### src/include/ilim_cfg_defs.vh
// Constants for the channel current limit configuration block.
// Assumes a register port of address, write strobe and 16-bit data.
`ifndef ILIM_CFG_DEFS_VH
`define ILIM_CFG_DEFS_VH
`define CLIM_CFG_ADDR     6'h0f
`define FAULT_STATUS_ADDR 6'h0c
`define CLIM_CFG_RESET    16'h0088
`define CHG_MODE_HI       13
`define CHG_MODE_LO       12
`define HEAT_EN_BIT       11
`define WIN_HI            10
`define WIN_LO            8
`define START_HI          7
`define START_LO          4
`define STEADY_HI         3
`define STEADY_LO         0
`define OC_FLAG_BIT       4
`define CHG_MODE_TRIP     2'h0
`define CHG_MODE_REG      2'h2
`define START_MAX_TRIP    4'ha
`define START_MAX_REG     4'hc
`define STEADY_MAX        4'ha
`define CLK_KHZ           50000
`define TICKS_PER_MS      (`CLK_KHZ)
`endif

### src/hw/startup_window_timer.v
// Startup window timer: counts the programmed window from channel turn-on.
// Assumes a one-cycle turn-on pulse on the same clock.
`timescale 1ns/10ps
`default_nettype none
`include "ilim_cfg_defs.vh"
module startup_window_timer #(
  parameter TICKS_PER_MS = `TICKS_PER_MS
) (
  input  wire       clk,       // System clock
  input  wire       rst_n,     // Async reset, active low
  input  wire       start,     // Turn-on pulse
  input  wire       stop,      // Channel off
  input  wire [2:0] win_code,  // Window length code
  output reg        active_q   // Window running
);
  reg [6:0]  ms_left_q;
  reg [16:0] tick_q;

  function [6:0] win_ms;
    input [2:0] c;
    begin
      case (c)
        3'h0: win_ms = 7'd0;
        3'h1: win_ms = 7'd2;
        3'h2: win_ms = 7'd4;
        3'h3: win_ms = 7'd6;
        3'h4: win_ms = 7'd10;
        3'h5: win_ms = 7'd20;
        3'h6: win_ms = 7'd50;
        default: win_ms = 7'd100;
      endcase
    end
  endfunction

  always @(posedge clk or negedge rst_n) begin
    if (!rst_n) begin
      active_q  <= 1'b0;
      ms_left_q <= 7'd0;
      tick_q    <= 17'd0;
    end else if (stop) begin
      active_q <= 1'b0;
    end else if (start) begin
      ms_left_q <= win_ms(win_code);
      active_q  <= (win_ms(win_code) != 7'd0);
      tick_q    <= 17'd0;
    end else if (active_q) begin
      if (tick_q == TICKS_PER_MS - 1) begin
        tick_q <= 17'd0;
        if (ms_left_q == 7'd1)
          active_q <= 1'b0;
        ms_left_q <= ms_left_q - 7'd1;
      end else begin
        tick_q <= tick_q + 17'd1;
      end
    end
  end
endmodule
`default_nettype wire

### src/hw/current_limit_config_ch1.v
// Channel 1 current limit configuration register and inrush/trip control.
// Assumes a same-clock register port and comparator flags from the analog side.
`timescale 1ns/10ps
`default_nettype none
`include "ilim_cfg_defs.vh"
module current_limit_config_ch1 #(
  parameter TICKS_PER_MS = `TICKS_PER_MS
) (
  input  wire        clk,            // System clock
  input  wire        rst_n,          // Async reset, active low
  input  wire [5:0]  reg_addr,       // Register address
  input  wire        reg_wr,         // Write strobe
  input  wire        reg_rd,         // Read strobe
  input  wire [15:0] reg_wdata,      // Write data
  output reg  [15:0] reg_rdata_q,    // Read data
  input  wire        ch_on,          // Channel on request (pin domain)
  input  wire        pulse_req,      // Pulse mode requested
  input  wire        over_level,     // Current at or above selected level (pin)
  input  wire        thermal_sd,     // Thermal shutdown (pin)
  input  wire        output_charged, // Output fully charged (pin)
  output reg         ch_drive_q,     // Switch gate enable
  output reg         regulate_q,     // Current-limit regulation active
  output reg  [3:0]  level_code_q,   // Threshold code to comparator
  output reg         level_is_reg_q, // Level uses regulation table
  output reg         pulse_allow_q,  // Pulse mode permitted
  output reg         heat_calc_q,    // Wire heating calculation running
  output reg         window_q,       // Startup window running
  output reg         oc_fault_q      // Overcurrent fault flag
);
  reg [15:0] cfg_q;
  reg [1:0]  on_s_q, ov_s_q, th_s_q, ch_s_q;
  reg        on_prev_q;
  reg        tripped_q;
  reg        charged_q;
  wire       on_sync   = on_s_q[1];
  wire       ov_sync   = ov_s_q[1];
  wire       th_sync   = th_s_q[1];
  wire       chg_sync  = ch_s_q[1];
  wire       turn_on   = on_sync & ~on_prev_q;
  wire       win_act;
  wire [1:0] chg_mode  = cfg_q[`CHG_MODE_HI:`CHG_MODE_LO];
  wire       mode_trip = (chg_mode == `CHG_MODE_TRIP);
  wire       mode_reg  = (chg_mode == `CHG_MODE_REG);
  wire       trip_now;

  startup_window_timer #(.TICKS_PER_MS(TICKS_PER_MS)) u_timer (
    .clk      (clk),
    .rst_n    (rst_n),
    .start    (turn_on),
    .stop     (~on_sync),
    .win_code (cfg_q[`WIN_HI:`WIN_LO]),
    .active_q (win_act)
  );

  // Inputs from the analog side are asynchronous: two stages each
  always @(posedge clk or negedge rst_n) begin
    if (!rst_n) begin
      on_s_q <= 2'b00;
      ov_s_q <= 2'b00;
      th_s_q <= 2'b00;
      ch_s_q <= 2'b00;
    end else begin
      on_s_q <= {on_s_q[0], ch_on};
      ov_s_q <= {ov_s_q[0], over_level};
      th_s_q <= {th_s_q[0], thermal_sd};
      ch_s_q <= {ch_s_q[0], output_charged};
    end
  end

  // Regulation mode never trips during the window; it limits instead
  assign trip_now = ch_drive_q & ov_sync & ~(win_act & mode_reg);

  always @(posedge clk or negedge rst_n) begin
    if (!rst_n) begin
      cfg_q       <= `CLIM_CFG_RESET;
      reg_rdata_q <= 16'h0000;
      oc_fault_q  <= 1'b0;
      on_prev_q   <= 1'b0;
      tripped_q   <= 1'b0;
      charged_q   <= 1'b0;
    end else begin
      on_prev_q <= on_sync;
      if (reg_wr && reg_addr == `CLIM_CFG_ADDR)
        cfg_q <= reg_wdata;
      if (reg_rd && reg_addr == `CLIM_CFG_ADDR)
        reg_rdata_q <= cfg_q;
      else if (reg_rd && reg_addr == `FAULT_STATUS_ADDR)
        reg_rdata_q <= {11'h000, oc_fault_q, 4'h0};
      else if (reg_rd)
        reg_rdata_q <= 16'h0000;
      // Set wins over the read clear; clear only once condition gone
      if (trip_now)
        oc_fault_q <= 1'b1;
      else if (reg_rd && reg_addr == `FAULT_STATUS_ADDR && !ov_sync)
        oc_fault_q <= 1'b0;
      // A trip holds the switch off until the next turn-on request
      if (!on_sync)
        tripped_q <= 1'b0;
      else if (trip_now)
        tripped_q <= 1'b1;
      if (turn_on)
        charged_q <= 1'b0;
      else if (chg_sync)
        charged_q <= 1'b1;
    end
  end

  always @(posedge clk or negedge rst_n) begin
    if (!rst_n) begin
      ch_drive_q     <= 1'b0;
      regulate_q     <= 1'b0;
      level_code_q   <= 4'h0;
      level_is_reg_q <= 1'b0;
      pulse_allow_q  <= 1'b0;
      heat_calc_q    <= 1'b0;
      window_q       <= 1'b0;
    end else begin
      window_q   <= win_act;
      // Unsupported modes fall back to off rather than guessing a behaviour
      ch_drive_q <= on_sync & ~tripped_q & ~trip_now & (mode_trip | mode_reg);
      // Regulate in the window until charged; also off while thermal shutdown is asserted
      regulate_q <= on_sync & win_act & mode_reg & ~charged_q & ~chg_sync
                    & ~th_sync;
      if (win_act) begin
        level_code_q   <= cfg_q[`START_HI:`START_LO];
        level_is_reg_q <= mode_reg;
      end else begin
        level_code_q   <= cfg_q[`STEADY_HI:`STEADY_LO];
        level_is_reg_q <= 1'b0;
      end
      pulse_allow_q <= pulse_req & mode_trip & ~win_act;
      heat_calc_q   <= cfg_q[`HEAT_EN_BIT] & on_sync & ~turn_on
                       & ~win_act & ~tripped_q;
    end
  end
endmodule
`default_nettype wire

### config.mk
export PLATFORM = sky130hd
export DESIGN_NAME = current_limit_config_ch1
export DESIGN_NICKNAME = d
export VERILOG_FILES = /design/src/hw/startup_window_timer.v /design/src/hw/current_limit_config_ch1.v
export VERILOG_INCLUDE_DIRS = /design/src /design/src/include
export SDC_FILE = /design/constraint.sdc
export NUM_CORES = 1
export LEC_CHECK = 0
export BUFFER_PORTS_ARGS = -buffer_cell sky130_fd_sc_hd__buf_2
export CAP_MARGIN = 20
export CORE_MARGIN = 2
export CORE_UTILIZATION = 45
export CTS_CLUSTER_DIAMETER = 50
export DETAILED_ROUTE_END_ITERATION = 16
export PLACE_DENSITY = 0.73
export REMOVE_ABC_BUFFERS = 1
export SLEW_MARGIN = 40
export SYNTH_ARGS = -nofsm -noshare
export SYNTH_HDL_FRONTEND = slang
export SYNTH_SLANG_ARGS = --single-unit
### constraint.sdc
create_clock -name clk -period 4.7 [get_ports clk]
set_input_delay 0.235 -clock clk [delete_from_list [all_inputs] [get_ports clk]]
set_output_delay 0.235 -clock clk [all_outputs]
set_load 0.05 [all_outputs]
======== Word level (Yosys, flattened, before mapping) ========
Cells that the tools add are included.
storage, ports and cells
  flip-flop bits (word level) ............. 79
  bits in latches ......................... 0
  RAM bits ................................ 0
  ROM bits ................................ 0
  input port bits ......................... 31
  output and inout bits ................... 27
  word-level logic and storage cells ...... 102
  memories kept ........................... 0
operators by class
  add/subtract/negate cells ............... 2
  multiply operators ...................... 0
  divide/modulo/power cells ............... 0
  $lt $le $gt $ge ......................... 0
  equal/unequal tests ..................... 12
  shifts and indexed selects .............. 0
  mux-type cells .......................... 25
  bitwise gates (word level) .............. 28
  reductions and logical operators ........ 15
operators by type and width
  kind                                                                count
  17-bit 2-to-1 mux                                                   3
  7-bit one-hot mux with 7 select lines                               1
  16-bit 2-to-1 mux                                                   3
  7-bit 2-to-1 mux                                                    5
  1-bit bitwise AND                                                   18
  17-bit by 1-bit adder with 17-bit output, second input constant     1
  17-bit by 16-bit == test with 1-bit output, second input constant   1
  6-bit by 4-bit == test with 1-bit output, second input constant     2
  1-bit 2-to-1 mux                                                    12
  3-bit == test, second input constant                                3
  1-bit inverter                                                      9
  2-bit nonzero test                                                  4
  7-bit by 1-bit == test with 1-bit output, second input constant     1
  7-bit nonzero test                                                  1
  7-bit by 1-bit subtractor with 7-bit output, second input constant  1
  3-bit by 2-bit == test with 1-bit output, second input constant     2
  1-bit logical AND                                                   4
  4-bit 2-to-1 mux                                                    1
  3-bit by 1-bit == test with 1-bit output, second input constant     1
  3-bit logical NOT                                                   1
  3-bit AND reduction                                                 1
  3-bit nonzero test                                                  1
  2-bit == test, second input constant                                1
  2-bit logical NOT                                                   1
  4 further kinds                                                     4

======== Logic depth before layout (Yosys ltp) ========
  word-level depth ........................ 7
  mapped depth ............................ 7
  depth with buffers taken out ............ 6

======== Hierarchy ========
A second synthesis with hierarchy kept.
second synthesis, totals
  cells, all modules ...................... 325
  area total of the unflattened synthesis .. 3629.7 um2
by module, submodules not included
  module                    times used  cells each  area an instance (um2)  seq. area each (um2)
  current_limit_config_ch1  1           152         2048.2                  1353.8
  startup_window_timer      1           173         1581.5                  625.6

======== Least setup slack after synthesis ========
OpenSTA, ideal clock, no wires.
  path kind ............................... register -> register
  start ................................... reg u_timer.tick_q[0]
  end ..................................... reg u_timer.ms_left_q[6]
  setup time .............................. 120 ps
  arrival time ............................ 1809 ps
  required time ........................... 4580 ps
  setup slack ............................. 2770 ps
  stages on the path, launching flop included .. 7
  buffers on the path ..................... 1
  period minus slack after synthesis ...... 1930 ps
  cell sequence ........................... dfrtp_1 ha_1 nand3_2 or3b_1 buf_6 or4_1 o211a_1
between the ends
  longest elaborated chain between the ends .. 3
RTL lines
  item                                        line                       text
  start: declaration                          startup_window_timer.v:17  reg [16:0] tick_q;
  start signal: assignment                    startup_window_timer.v:53  tick_q <= tick_q + 17'd1;
  17-bit by 16-bit == test with 1-bit output  startup_window_timer.v:47  if (tick_q == TICKS_PER_MS - 1) begin
  2-bit nonzero test (no source line)         -
  3-bit AND reduction (no source line)        -
  end signal: assignment                      startup_window_timer.v:43  ms_left_q <= win_ms(win_code);
  end signal: assignment                      startup_window_timer.v:51  ms_left_q <= ms_left_q - 7'd1;
  end: declaration                            startup_window_timer.v:16  reg [6:0] ms_left_q;
Every way passes these cells.
A chain may end at the register's enable or synchronous reset.

======== Worst setup path after layout ========
  start ................................... reg u_timer.active_q
  end ..................................... reg u_timer.ms_left_q[1]
between the ends
  longest elaborated chain between the ends .. 2
RTL lines
  item                                  line                       text
  start: declaration                    startup_window_timer.v:14  output reg active_q
  start signal: assignment              startup_window_timer.v:44  active_q <= (win_ms(win_code) != 7'd0);
  2-bit nonzero test (no source line)   -
  3-bit AND reduction (no source line)  -
Every way passes these cells.

==> key figures <==
Outcome
  • Run status: complete, no violations

Timing
  • Slew Limit Headroom: between 50% and 60%
  • RSZ-0062 raised after global routing: false
  • Final setup violation count: 0
  • Fin crit period: roughly 2.4 ns
  • Post-route setup slack: approximately 2.3 ns
  • Fmax: 0.424 GHz
  • Fin Setup TNS: 0 ns
  • Fin. Hold Viols: 0
  • Final Max Slew Viols: 0
  • Setup Skew: about 0.009 ns
  • Least-Margin Pin Slew: between 0.6 and 0.7 ns
  • Final period utilization: around half

Clock network
  • Clock sink total: ~80
  • H-Tree Depth: 3
  • Clk root buf: clkbuf_8
  • Worst skew pair latency: approximately 0.35 ns
  • CTS clk-pin slew, worst paths: ~0.090 ns
  • CTS tree: yes
  • CTS Buf Count: 9
  • Clock buffer depth: 2

Floorplanning
  • Io pins: between 50 and 60
  • Rows: 32
  • DIE AREA: around 8500 um2
  • Die Wd: approximately 92 um
  • Initial Util: a little under half
  • Die height: 92.0 um
  • Area of the core: between 7000 and 8000 um2

Setup path
  • Critical path peak fanout: 14
  • Worst path arrival time: about 2.6 ns
  • WP data required: 4.94 ns
  • Internal reg-to-reg setup slack: roughly 2.3 ns
  • CP Class: reg -> reg
  • Crit start category: flop
  • Critical Path End Type: flop

Finish
  • N_diodes: 0
  • Nets: 410
  • Non-Filler Instances: 483
  • Area delta synth->final: 16.9%
  • Share of layout cells above drive strength 1: between 20% and 30%

Global route
  • Grt ovf: 0
  • Global-route wire length before repair: ~12000 um
  • Initial antenna violation count: 0
  • GRT Util Overall: around 18%
  • Largest net degree at the start of global routing: 80
  • Vias in the first global route: around 2600

Place
  • GP Congestion: between 0.8 and 0.9
  • Post-DP HPWL: ~4700 um
  • Quantity of I/O buffers inserted on ports: 57
  • Placed insts: around 460
  • Post-place setup slack: 2.23 ns

Yosys
  • Top cells by count, synth: 77 x dfrtp_1, 30 x o21ai_0, 25 x inv_1, 23 x nand3_1, 21 x mux2_2
  • Synth Warn #: 0
  • Synth Register Bits: a little under 80
  • Leading area contributor after synthesis: dfrtp_1
  • FFs w/ async S/R, synth: 100%
  • Mapped Area: between 3000 and 4000 um2
  • Main flop type after synthesis: dfrtp_1
  • Synthesized instance count: 320
  • Largest cells by area after synthesis: dfrtp_1 55%, mux2_2 6.8%, o21ai_0 4.3%
  • Sequential share of the synthesized area: between 50% and 60%
  • Top-area cell type share of the netlist area: 55.3%
  • Most frequent cell after synthesis: dfrtp_1
  • Avg Synthesized Cell Area: about 11 um2
  • Post-synth EDFFs: 0
  • Post-synthesis cell type count: around 50

Power and ir drop
  • Peak VDD IR: between 0.0002 and 0.0003 V
  • Power per cell area: 360 nW/um2
  • Design Power: between 1000 and 1500 uW
  • Leak: approximately 0.0018 uW

Routing
  • Number of vias per cell: approximately 5.5
  • Post-route ant nets: 0
  • TritonRoute pass-1 iters: 4
  • # DRC: 0
  • Via count: 2634
  • DRT iter0 DRCs: between 100 and 150
  • Final wirelength: approximately 7100 um
  • DR WL/cell: 14.6 um

Flow run
  • Max-cap violations: 0

Hold path
  • Hold Crit Class: in -> reg
## path summary, 6_finish.rpt
| kind | from | endpoint | cells past startpoint |
|---|---|---|---|
| min | reg_wdata[3] | cfg_q[3]$_DFFE_PN1P_ | 2 |
| max | u_timer.active_q$_DFF_PN0_ | u_timer.ms_left_q[1]$_DFFE_PN0P_ | 4 |
| max in group asynchronous | rst_n | u_timer.ms_left_q[5]$_DFFE_PN0P_ | 2 |
| min reg2reg | ov_s_q[0]$_DFF_PN0_ | ov_s_q[1]$_DFF_PN0_ | 0 |
| min in group asynchronous | rst_n | u_timer.ms_left_q[6]$_DFFE_PN0P_ | 2 |
| max reg2reg | u_timer.active_q$_DFF_PN0_ | u_timer.ms_left_q[1]$_DFFE_PN0P_ | 4 |
## metal layers
layer	track usage, %	routed length (um)
met4	8.46	128
met1	24.6	3190
met3	5.01	509
met5	0	0
met2	26.0	3240
## worst max-delay path, stage by stage, from the launching register on
cell	delay (ns)
dfrtp_1	0.63
nor2b_4	0.11
or3b_1	0.55
o21ai_2	0.55
mux2_2	0.40
## where the power goes
part | internal (uW) | total, uW | switching (uW)
Clock | 248 | 506 | 258
Sequential | 732 | 778 | 46.2
Combinational | 72.5 | 182 | 110
Total | 1050 | 1470 | 414
## layout by cell type (no fill, tap or decap), drive strengths merged, types with 2 or more instances in the layout
master,instances
a21oi,12
a31oi,5
and3,4
buf,57
clkbuf,10
clkinv,3
dfrtp,77
dfstp,2
dlygate4sd3,5
ha,3
inv,26
mux2,21
nand2,15
nand2b,3
nand3,24
nand3b,2
nand4,6
nor2,9
nor2b,3
nor3,4
nor3b,3
nor4,5
nor4b,4
nor4bb,2
o21ai,31
o31ai,6
o41ai,2
or3,7
or4,9
or4b,2
xnor2,2
xor2,3
## what timing repair did
item,4_1_cts,5_1_grt
endpoints found under the setup margin,0,0
gates resized for setup,0,0
setup buffers,0,0
endpoints found under the hold margin,81,0
hold buffers,5,0
## cell families (layout without fill, tap and decap cells)
family	Yosys count	in the layout	synth area share, %
AO/OA/AOI/OAI	63	63	10.6
XOR/XNOR	5	5	1.26
adder cells (fa/ha/maj)	3	3	1.08
buffers and inverters	42	103	5.03
flip-flops	79	79	56.8
multiplexers	21	21	6.79
AND/OR/NAND/NOR	107	107	18.4
## state kept, by name, summed over array words and instances, names as in the netlist, 2 cells and up
name and cells:
u_timer.tick_q 17, cfg_q 16, reg_rdata_q 16, u_timer.ms_left_q 7, level_code_q 4, ch_s_q 2, on_s_q 2, ov_s_q 2
th_s_q 2
## area by class of cell
type / count / area, um2
Tap cell: 102 / 128
Sequential cell: 79 / 1980
Timing Repair Buffer: 62 / 342
Clock inverter: 6 / 68.8
Inverter: 25 / 93.8
Fill cell: 694 / 3530
Clock buffer: 10 / 128
Multi-Input combinational cell: 199 / 1330
## through the flow
step                util [%]  area (um2)  hold WS, ns
CTS                     53.5        4070       0.0965
global route            53.5        4070        0.104
finish                  53.5        4070        0.110
floorplan                  -        3400      -0.0606
detailed placement      50.3        3830        0.319
global placement        50.2        3820        0.333
(Power assumes the default switching activity.)
